==> config.mk <==
export PLATFORM = sky130hd
export DESIGN_NAME = bbf_filter
export DESIGN_NICKNAME = d
export VERILOG_FILES = /design/src/common/bbf_pkg.sv /design/src/hw/bbf_filter.sv
export VERILOG_INCLUDE_DIRS = /design/src /design/src/common
export SDC_FILE = /design/constraint.sdc
export NUM_CORES = 1
export LEC_CHECK = 0
export BUFFER_PORTS_ARGS = -buffer_cell sky130_fd_sc_hd__buf_4
export CELL_PAD_IN_SITES_DETAIL_PLACEMENT = 0
export CELL_PAD_IN_SITES_GLOBAL_PLACEMENT = 1
export CORE_AREA = 5 5 133 186
export CTS_CLUSTER_DIAMETER = 50
export DETAILED_ROUTE_END_ITERATION = 10
export DIE_AREA = 0 0 138 191
export GPL_TIMING_DRIVEN = 1
export PLACE_DENSITY_LB_ADDON = 0.1
export SLEW_MARGIN = 20
export SYNTH_ARGS = -nofsm -noshare
export SYNTH_HDL_FRONTEND = slang
export SYNTH_SLANG_ARGS = --single-unit
==> constraint.sdc <==
create_clock -name pclk -period 15.3 [get_ports pclk]
set_input_delay 2.295 -clock pclk [delete_from_list [all_inputs] [get_ports pclk]]
set_output_delay 2.295 -clock pclk [all_outputs]
set_load 0.005 [all_outputs]
==> src/common/bbf_regs.svh <==
// Register offsets, field positions and reset values of the block boundary filter
// Notes on behaviour
// Filter edges between adjacent 16x16 blocks, both loops
// Default filter unless deblocking with reduced-resolution update
// Whole picture filtered before picture store writes
// Skip picture, slice and headed group borders; code skips headed group borders only with ISD, slice ones only in slice mode
// Luminance and both chrominance planes are filtered
// Default filter only when a block is coded
// A from upper/left block, B from lower/right
// A=(3A+B+2)/4, B=(A+3B+2)/4, truncating
// Edges visited in deblocking filter order
// Deblock deblock_param_a infinite, ramp becomes linear
// d1=(A-4B+4C-D)/8; B+d1, C-d1 clipped
// d2 limited by d1/2; A-d2, D+d2 unclipped
// No filtering across segments with ISD and RRU
// No deblocking across segments when ISD active
// Segments are headed group runs without slices
// With slices, each slice is one segment
// Producer: ISD with slices needs rectangular slices
// Pixel clip 0..255; division truncates toward zero
// Delta limit bounds to plus/minus second magnitude
`ifndef BBF_REGS_SVH
`define BBF_REGS_SVH

`define BBF_OFS_CTRL 12'h000
`define BBF_OFS_EDGE 12'h004
`define BBF_OFS_PIX 12'h008
`define BBF_OFS_CMD 12'h00C
`define BBF_OFS_RES_AD 12'h010
`define BBF_OFS_RES_BC 12'h014
`define BBF_OFS_STATUS 12'h018

`define BBF_CMD_FILTER 0
`define BBF_CMD_PIC_START 1
`define BBF_CMD_PIC_END 2

`define BBF_ST_DONE 0
`define BBF_ST_APPLIED 1
`define BBF_ST_MASKED 2
`define BBF_ST_PIC_OPEN 3
`define BBF_ST_CFG_ERR 4
`define BBF_ST_COUNT_LSB 16

`define BBF_CTRL_RESET 5'h00
`define BBF_EDGE_RESET 9'h000
`define BBF_PIX_RESET 32'h00000000

`endif

==> src/common/bbf_pkg.sv <==
// Types shared by the block boundary filter
package bbf_pkg;
  // Mode bits, high bit first
  typedef struct packed {
    logic rect_slice;
    logic isd_mode;
    logic slice_mode;
    logic rru_mode;
    logic deblock_mode;
  } mode_s;

  // Context of one edge, high bit first
  typedef struct packed {
    logic vertical;
    logic chroma;
    logic intra2;
    logic skip2;
    logic intra1;
    logic skip1;
    logic gob_header_border;
    logic slice_border;
    logic picture_border;
  } edge_s;

  // Four pixels across the edge, A nearest the upper/left side start
  typedef struct packed {
    logic [7:0] d;
    logic [7:0] c;
    logic [7:0] b;
    logic [7:0] a;
  } pix_s;

  // Filter result; outer pixels are unclipped signed values
  typedef struct packed {
    logic [9:0] a1;
    logic [7:0] b1;
    logic [7:0] c1;
    logic [9:0] d1;
  } res_s;

  typedef enum logic [1:0] {
    PIC_IDLE = 2'b01,
    PIC_OPEN = 2'b10
  } pic_state_e;
endpackage

==> src/hw/bbf_filter.sv <==
// Block boundary filter with APB register access
//
// Chosen here: the placing of the registers and the APB slave port.
`timescale 1ns/1ns
`include "bbf_regs.svh"
module bbf_filter (
  input wire logic pclk,
  input wire logic presetn,
  input wire logic psel,
  input wire logic penable,
  input wire logic pwrite,
  input wire logic [11:0] paddr,
  input wire logic [31:0] pwdata,
  output logic [31:0] prdata,
  output logic pready,
  output logic pslverr,
  output logic store_write_allow
);
  import bbf_pkg::*;

  bbf_pkg::mode_s mode_r, mode_nxt;       // Coding modes
  bbf_pkg::edge_s edge_r, edge_nxt;       // Current edge context
  bbf_pkg::pix_s pix_r, pix_nxt;          // Pixels of the current line
  bbf_pkg::res_s res_r, res_nxt;          // Last result
  bbf_pkg::pic_state_e pic_r, pic_nxt;    // Picture framing state
  logic done_r, done_nxt;                 // Result ready, sticky
  logic applied_r, applied_nxt;           // Last edge was changed
  logic masked_r, masked_nxt;             // Last edge was skipped
  logic [15:0] count_r, count_nxt;        // Edges taken in this picture

  logic wr_en;                            // Write access phase
  logic rd_en;                            // Read access phase
  logic mapped;                           // Address hits a register
  logic go;                               // Filter command this cycle
  logic seg_border;                       // Edge lies on a segment border
  logic skip_edge;                        // Edge must be left alone
  logic coded;                            // Either block is coded
  logic use_deblock;                      // Modified deblocking variant
  logic cfg_err;                          // Illegal mode combination seen
  logic signed [11:0] a_s, b_s, c_s, d_s; // Pixels widened to signed
  logic signed [11:0] dd1, half, t, lim, dd2;
  logic [9:0] sum_a, sum_b;               // Default filter sums

  // Saturate to the pixel range
  function automatic logic [7:0] clip8(input logic signed [11:0] v);
    if (v < 12'sh000) begin
      clip8 = 8'h00;
    end else if (v > 12'sh0FF) begin
      clip8 = 8'hFF;
    end else begin
      clip8 = v[7:0];
    end
  endfunction

  // APB decode; zero wait states so pready is constant high
  always_comb begin
    wr_en = psel & penable & pwrite;
    rd_en = psel & penable & ~pwrite;
    case (paddr)
      `BBF_OFS_CTRL, `BBF_OFS_EDGE, `BBF_OFS_PIX, `BBF_OFS_CMD,
      `BBF_OFS_RES_AD, `BBF_OFS_RES_BC, `BBF_OFS_STATUS: mapped = 1'b1;
      default: mapped = 1'b0;
    endcase
    pready = 1'b1;
    pslverr = psel & penable & ~mapped;
    go = wr_en & (paddr == `BBF_OFS_CMD) & pwdata[`BBF_CMD_FILTER];
  end

  // Edge masking and variant choice
  always_comb begin
    // Segment borders follow slices in slice mode, headed groups otherwise
    seg_border = mode_r.slice_mode ? edge_r.slice_border
                                   : edge_r.gob_header_border;
    // Border skips; one edge per request between 16x16 blocks
    skip_edge = edge_r.picture_border
              | (mode_r.slice_mode & edge_r.slice_border)
              | (mode_r.isd_mode & edge_r.gob_header_border)
              | (mode_r.isd_mode & mode_r.rru_mode & seg_border)
              | (mode_r.isd_mode & mode_r.deblock_mode & seg_border);
    coded = ~edge_r.skip1 | edge_r.intra1 | ~edge_r.skip2 | edge_r.intra2;
    use_deblock = mode_r.deblock_mode & mode_r.rru_mode;
    // Flag a producer that breaks the slice shape constraint
    cfg_err = mode_r.isd_mode & mode_r.slice_mode & ~mode_r.rect_slice;
  end

  // Datapath; plane and direction do not change the arithmetic
  always_comb begin
    a_s = $signed({4'h0, pix_r.a});
    b_s = $signed({4'h0, pix_r.b});
    c_s = $signed({4'h0, pix_r.c});
    d_s = $signed({4'h0, pix_r.d});
    // Default two-tap: sums are never negative, so a shift truncates
    sum_a = 10'(3 * {2'b00, pix_r.a} + {2'b00, pix_r.b} + 10'h002);
    sum_b = 10'({2'b00, pix_r.a} + 3 * {2'b00, pix_r.b} + 10'h002);
    // Infinite deblock_param_a: the ramp passes its argument through
    dd1 = (a_s - (b_s <<< 2) + (c_s <<< 2) - d_s) / 12'sd8;
    half = dd1 / 12'sd2;
    t = (a_s - d_s) / 12'sd4;
    lim = (half < 12'sh000) ? -half : half;
    if (t > lim) begin
      dd2 = lim;
    end else if (t < -lim) begin
      dd2 = -lim;
    end else begin
      dd2 = t;
    end
  end

  // Next register values
  always_comb begin
    mode_nxt = mode_r;
    edge_nxt = edge_r;
    pix_nxt = pix_r;
    res_nxt = res_r;
    pic_nxt = pic_r;
    applied_nxt = applied_r;
    masked_nxt = masked_r;
    count_nxt = count_r;
    done_nxt = done_r;
    // Reading status clears done; a completion in the same cycle wins
    if (rd_en & (paddr == `BBF_OFS_STATUS)) begin
      done_nxt = 1'b0;
    end
    if (wr_en & (paddr == `BBF_OFS_CTRL)) begin
      mode_nxt = pwdata[4:0];
    end
    if (wr_en & (paddr == `BBF_OFS_EDGE)) begin
      edge_nxt = pwdata[8:0];
    end
    if (wr_en & (paddr == `BBF_OFS_PIX)) begin
      pix_nxt = pwdata;
    end
    // Picture framing gates the store from the start command until the end command
    case (pic_r)
      PIC_IDLE: begin
        if (wr_en & (paddr == `BBF_OFS_CMD) & pwdata[`BBF_CMD_PIC_START]) begin
          pic_nxt = PIC_OPEN;
          count_nxt = 16'h0000;
        end
      end
      PIC_OPEN: begin
        if (wr_en & (paddr == `BBF_OFS_CMD) & pwdata[`BBF_CMD_PIC_END]) begin
          pic_nxt = PIC_IDLE;
        end
      end
      default: pic_nxt = PIC_IDLE;
    endcase
    // Edges are taken strictly in command order
    if (go) begin
      done_nxt = 1'b1;
      count_nxt = count_r + 16'h0001;
      res_nxt = {{2'b00, pix_r.a}, pix_r.b, pix_r.c, {2'b00, pix_r.d}};
      applied_nxt = 1'b0;
      masked_nxt = 1'b1;
      if (!skip_edge) begin
        masked_nxt = 1'b0;
        if (use_deblock) begin
          applied_nxt = 1'b1;
          res_nxt.b1 = clip8(b_s + dd1);
          res_nxt.c1 = clip8(c_s - dd1);
          res_nxt.a1 = 10'(a_s - dd2);
          res_nxt.d1 = 10'(d_s + dd2);
        end else if (coded) begin
          applied_nxt = 1'b1;
          res_nxt.a1 = {2'b00, sum_a[9:2]};
          res_nxt.b1 = sum_b[9:2];
        end
      end
    end
  end

  // Register stage
  always_ff @(posedge pclk or negedge presetn) begin
    if (!presetn) begin
      mode_r <= `BBF_CTRL_RESET;
      edge_r <= `BBF_EDGE_RESET;
      pix_r <= `BBF_PIX_RESET;
      res_r <= 36'h0;
      pic_r <= PIC_IDLE;
      done_r <= 1'b0;
      applied_r <= 1'b0;
      masked_r <= 1'b0;
      count_r <= 16'h0000;
    end else begin
      mode_r <= mode_nxt;
      edge_r <= edge_nxt;
      pix_r <= pix_nxt;
      res_r <= res_nxt;
      pic_r <= pic_nxt;
      done_r <= done_nxt;
      applied_r <= applied_nxt;
      masked_r <= masked_nxt;
      count_r <= count_nxt;
    end
  end

  // Store is held off while a picture is open
  always_comb begin
    store_write_allow = (pic_r == PIC_IDLE);
  end

  // Read mux; unmapped and write cycles return zero
  always_comb begin
    prdata = 32'h00000000;
    if (rd_en) begin
      case (paddr)
        `BBF_OFS_CTRL: prdata = {27'h0, mode_r};
        `BBF_OFS_EDGE: prdata = {23'h0, edge_r};
        `BBF_OFS_PIX: prdata = pix_r;
        `BBF_OFS_RES_AD: prdata = {6'h0, res_r.d1, 6'h0, res_r.a1};
        `BBF_OFS_RES_BC: prdata = {16'h0, res_r.c1, res_r.b1};
        `BBF_OFS_STATUS: prdata = {count_r, 11'h0, cfg_err,
                                   (pic_r == PIC_OPEN), masked_r, applied_r, done_r};
        default: prdata = 32'h00000000;
      endcase
    end
  end
endmodule

==> metrics.md <==
| Metric | Value |
|---|---|
| Worst VDD drop | `between 0.04 and 0.05 mV` |
| Vias in the first global route | `~10,000` |
| Hold Crit Class | `reg -> reg` |
| Routed via count | `about 10,000` |
| Number of placed instances, taps included | `1,642` |
| I/O Buffers | `slightly above 80` |
| Crit path kind | `reg -> reg` |
| GRT Util Overall | `0.2602` |
| Synth top area share | `0.2415` |
| Sequential share of power | `0.364` |
| # rows | `66` |
| EDFF count, synth | `0` |
| Final instance area | `11,840 sq um` |
| Number of inserted diodes | `0` |
| Most frequent cells in the layout | `124 x o21ai_0, 110 x ha_1, 109 x nand2_1` |
| Worst path max stage delay | `0.76 ns` |
| PD cells | `63.33 nW/um^2` |
| Max-slew headroom | `0.3395` |
| DP Area | `11,530 sq um` |
| CTS tree | `yes` |
| Max Clk Rate | `between 70 and 80 MHz` |
| Worst skew pair latency | `roughly 0.36 ns` |
| DIE AREA | `~26,000 sq um` |
| Die Ht | `191 um` |
| RSZ-0062 raised after global routing | `false` |
| P&R area growth vs syn | `11.98%` |
| Postcts setup bufs | `0` |
| Final nets | `1,531` |
| Max Clock Skew | `roughly 0.01 ns` |
| Final Cycle Share | `0.8267` |
| Sink Count | `103` |
| Hold-fix buffers, CTS | `0` |
| Clock power frac | `0.323` |
| Vias per inst | `between 5 and 6` |
| Max-slew violations | `0` |
| Startpoint types | `register` |
| Synth warn | `0` |
| Final setup TNS | `0 ns` |
| Crit end category | `register` |
| Netlist cell types | `84` |
| Worst path arrival time | `12.92 ns` |
| Slew @ Worst Pin | `between 0.9 and 1 ns` |
| Largest net degree at the start of global routing | `between 70 and 80` |
| Pre-Repair DR Iteration Count | `5` |
| Clock buffer count from CTS | `9` |
| Avg WL per Cell | `between 20 and 25 um` |
| Die width | `138 um` |
| First-pass GRT wire length | `between 50 and 60 mm` |
| Crit path max fanout | `22` |
| Synthesized area | `10,570 sq um` |
| Data required, critical path | `15.58 ns` |
| CTS root buf | `clkbuf_16` |
| Status | `complete, no violations` |
| Post-route ant nets | `0` |
| Ports | `84` |
| LEAKAGE | `5.426 nW` |
| Finished Layout Cells | `1,658` |
| Final hold viol count | `0` |
| CTS-repair resized insts | `0` |
| Slowest CP cell | `dfrtp_1` |
| Clock Path Buffers | `2` |
| Commonest non-fill, non-tap cell in the layout | `o21ai_0` |
| Antenna violations before repair | `0` |
| #FFs+latches synth | `103` |
| Average cell area after synthesis | `~8 sq um` |
| Tot Pwr | `~0.75 mW` |
| Switching power | `0.2404 mW` |
| Pint | `between 0.5 and 0.6 mW` |
| Cells after Synth | `~1,300` |
| Final Critical Period | `around 13 ns` |
| Ys async rst share | `1.000` |
| # DRC | `0` |
| Overflow left after global routing | `0` |
| Initial Util | `0.4604` |
| Share of cells above drive strength 1 | `0.1257` |
| Initial DRC count | `roughly 640` |
| Hpwl dp | `27.15 mm` |
| Total number of H-tree levels | `3` |
| Finish-stage setup viols | `0` |
| Comb pwr share | `0.313` |
| MaxCap Viol Count | `0` |
| Sequential-to-total area share from yosys stat | `0.2440` |
| Top_reg_cell synth | `dfrtp_1` |
| Clock slew at reported path FFs | `0.07 ns` |
| Synth top area cells | `dfrtp_1 24%, ha_1 13%, o21ai_0 5.9%, fa_1 4.7%, xnor2_1 4.1%` |
| Yosys top cell by area | `dfrtp_1` |
| Drt total wl | `between 30 and 40 mm` |
| Global placer's final weighted congestion | `0.9170` |
| Switching Fraction | `0.3207` |
| CORE AREA | `22,960 sq um` |
## Yosys cell counts, types with 10 or more instances
library cell,count
a21boi_0,11
a21o_1,27
a21oi_1,69
a222oi_1,13
a22oi_1,35
a31oi_1,16
and2_1,10
and3_1,15
clkbuf_1,44
dfrtp_1,102
fa_1,25
ha_1,110
inv_1,108
mux2_2,19
nand2_1,110
nand2b_1,15
nand3_1,24
nor2_1,109
nor2b_1,23
nor3_1,15
nor3b_1,11
o21a_1,16
o21ai_0,124
o21bai_1,12
xnor2_1,49
xor2_1,21
## layout make-up
type	instances	area (sq um)
fillers	2325	11120
repair buffers	99	743.2
clock buffers	13	260.3
inverters	109	409.1
well taps	306	382.9
flip-flops and latches	103	2579
multi-input cells	1025	7420
clock inverters	3	42.54
## path summary, 6_finish.rpt
path	start	to	slack, ns	depth (start not counted)
worst max-delay path	a_s[3]$_DFFE_PN0P_	res_r[33]$_DFFE_PN0P_	2.65	57
worst min-delay path	res_r[17]$_DFFE_PN0P_	res_r[17]$_DFFE_PN0P_	0.49	2
worst max register to register	a_s[3]$_DFFE_PN0P_	res_r[33]$_DFFE_PN0P_	2.65	57
worst min register to register	res_r[17]$_DFFE_PN0P_	res_r[17]$_DFFE_PN0P_	0.49	2
max in group asynchronous	presetn	d_s[6]$_DFFE_PN0P_	12.06	2
min in group asynchronous	presetn	edge_r[6]$_DFFE_PN0P_	1.88	1
## logic make-up (layout without fill, tap and decap cells)
family	after synthesis	in the layout	synth area share
buffers and inverters	158	224	0.05741
adders and majority gates	135	135	0.1776
muxes	23	23	0.02403
other	1	2	0.0003548
xor gates and xnor gates	71	71	0.06013
DFF	103	103	0.2440
AOI/OAI and AO/OA	416	416	0.2617
and+or+nand+nor	378	378	0.1748
## metal layers
| metal | GRT usage | up-vias | wire length (um) |
|---|---|---|---|
| li1 | - | 4724 | - |
| met1 | 0.3168 | 4775 | 14560 |
| met2 | 0.4799 | 249 | 17610 |
| met3 | 0.02152 | 55 | 1171 |
| met4 | 0.09430 | 0 | 1076 |
| met5 | 0 | - | 0 |
## metrics by stage
stage                     hold WS (ns)    util  setup WS (ns)
after floorplan                 0.4489       -          3.896
after global placement          0.4613  0.5022          3.033
after detailed placement        0.4705  0.5022          2.783
after CTS                       0.4861  0.5154          2.703
after global routing            0.4981  0.5156          1.480
final                           0.4862  0.5156          2.652
## power groups by stage
stage          logic (mW)  clock network, mW  registers, mW
2_1_floorplan       0.168                  0          0.278
3_3_place_gp        0.232                  0          0.278
3_5_place_dp        0.233                  0          0.278
4_1_cts             0.235              0.244          0.273
5_1_grt             0.262              0.256          0.273
6_report            0.235              0.242          0.273
## worst max-delay path, delay by kind of cell (launching register included)
kind            cells  cell delay [ns]
xor+xnor            2             0.27
fa+ha+maj           8             2.28
compound gates     21             4.11
flops               1             0.76
mux                 1             0.21
simple gates       21             4.36
buf+inv             4             0.57
## state kept, by name (all words and copies together) (netlist names)
register   flops
res_r         36
b_s            8
done_r         1
count_r       16
a_s            8
applied_r      1
c_s            8
d_s            8
pic_r          2
mode_r         5
edge_r         9
masked_r       1
No activity file was read; power rests on OpenSTA's default activity.
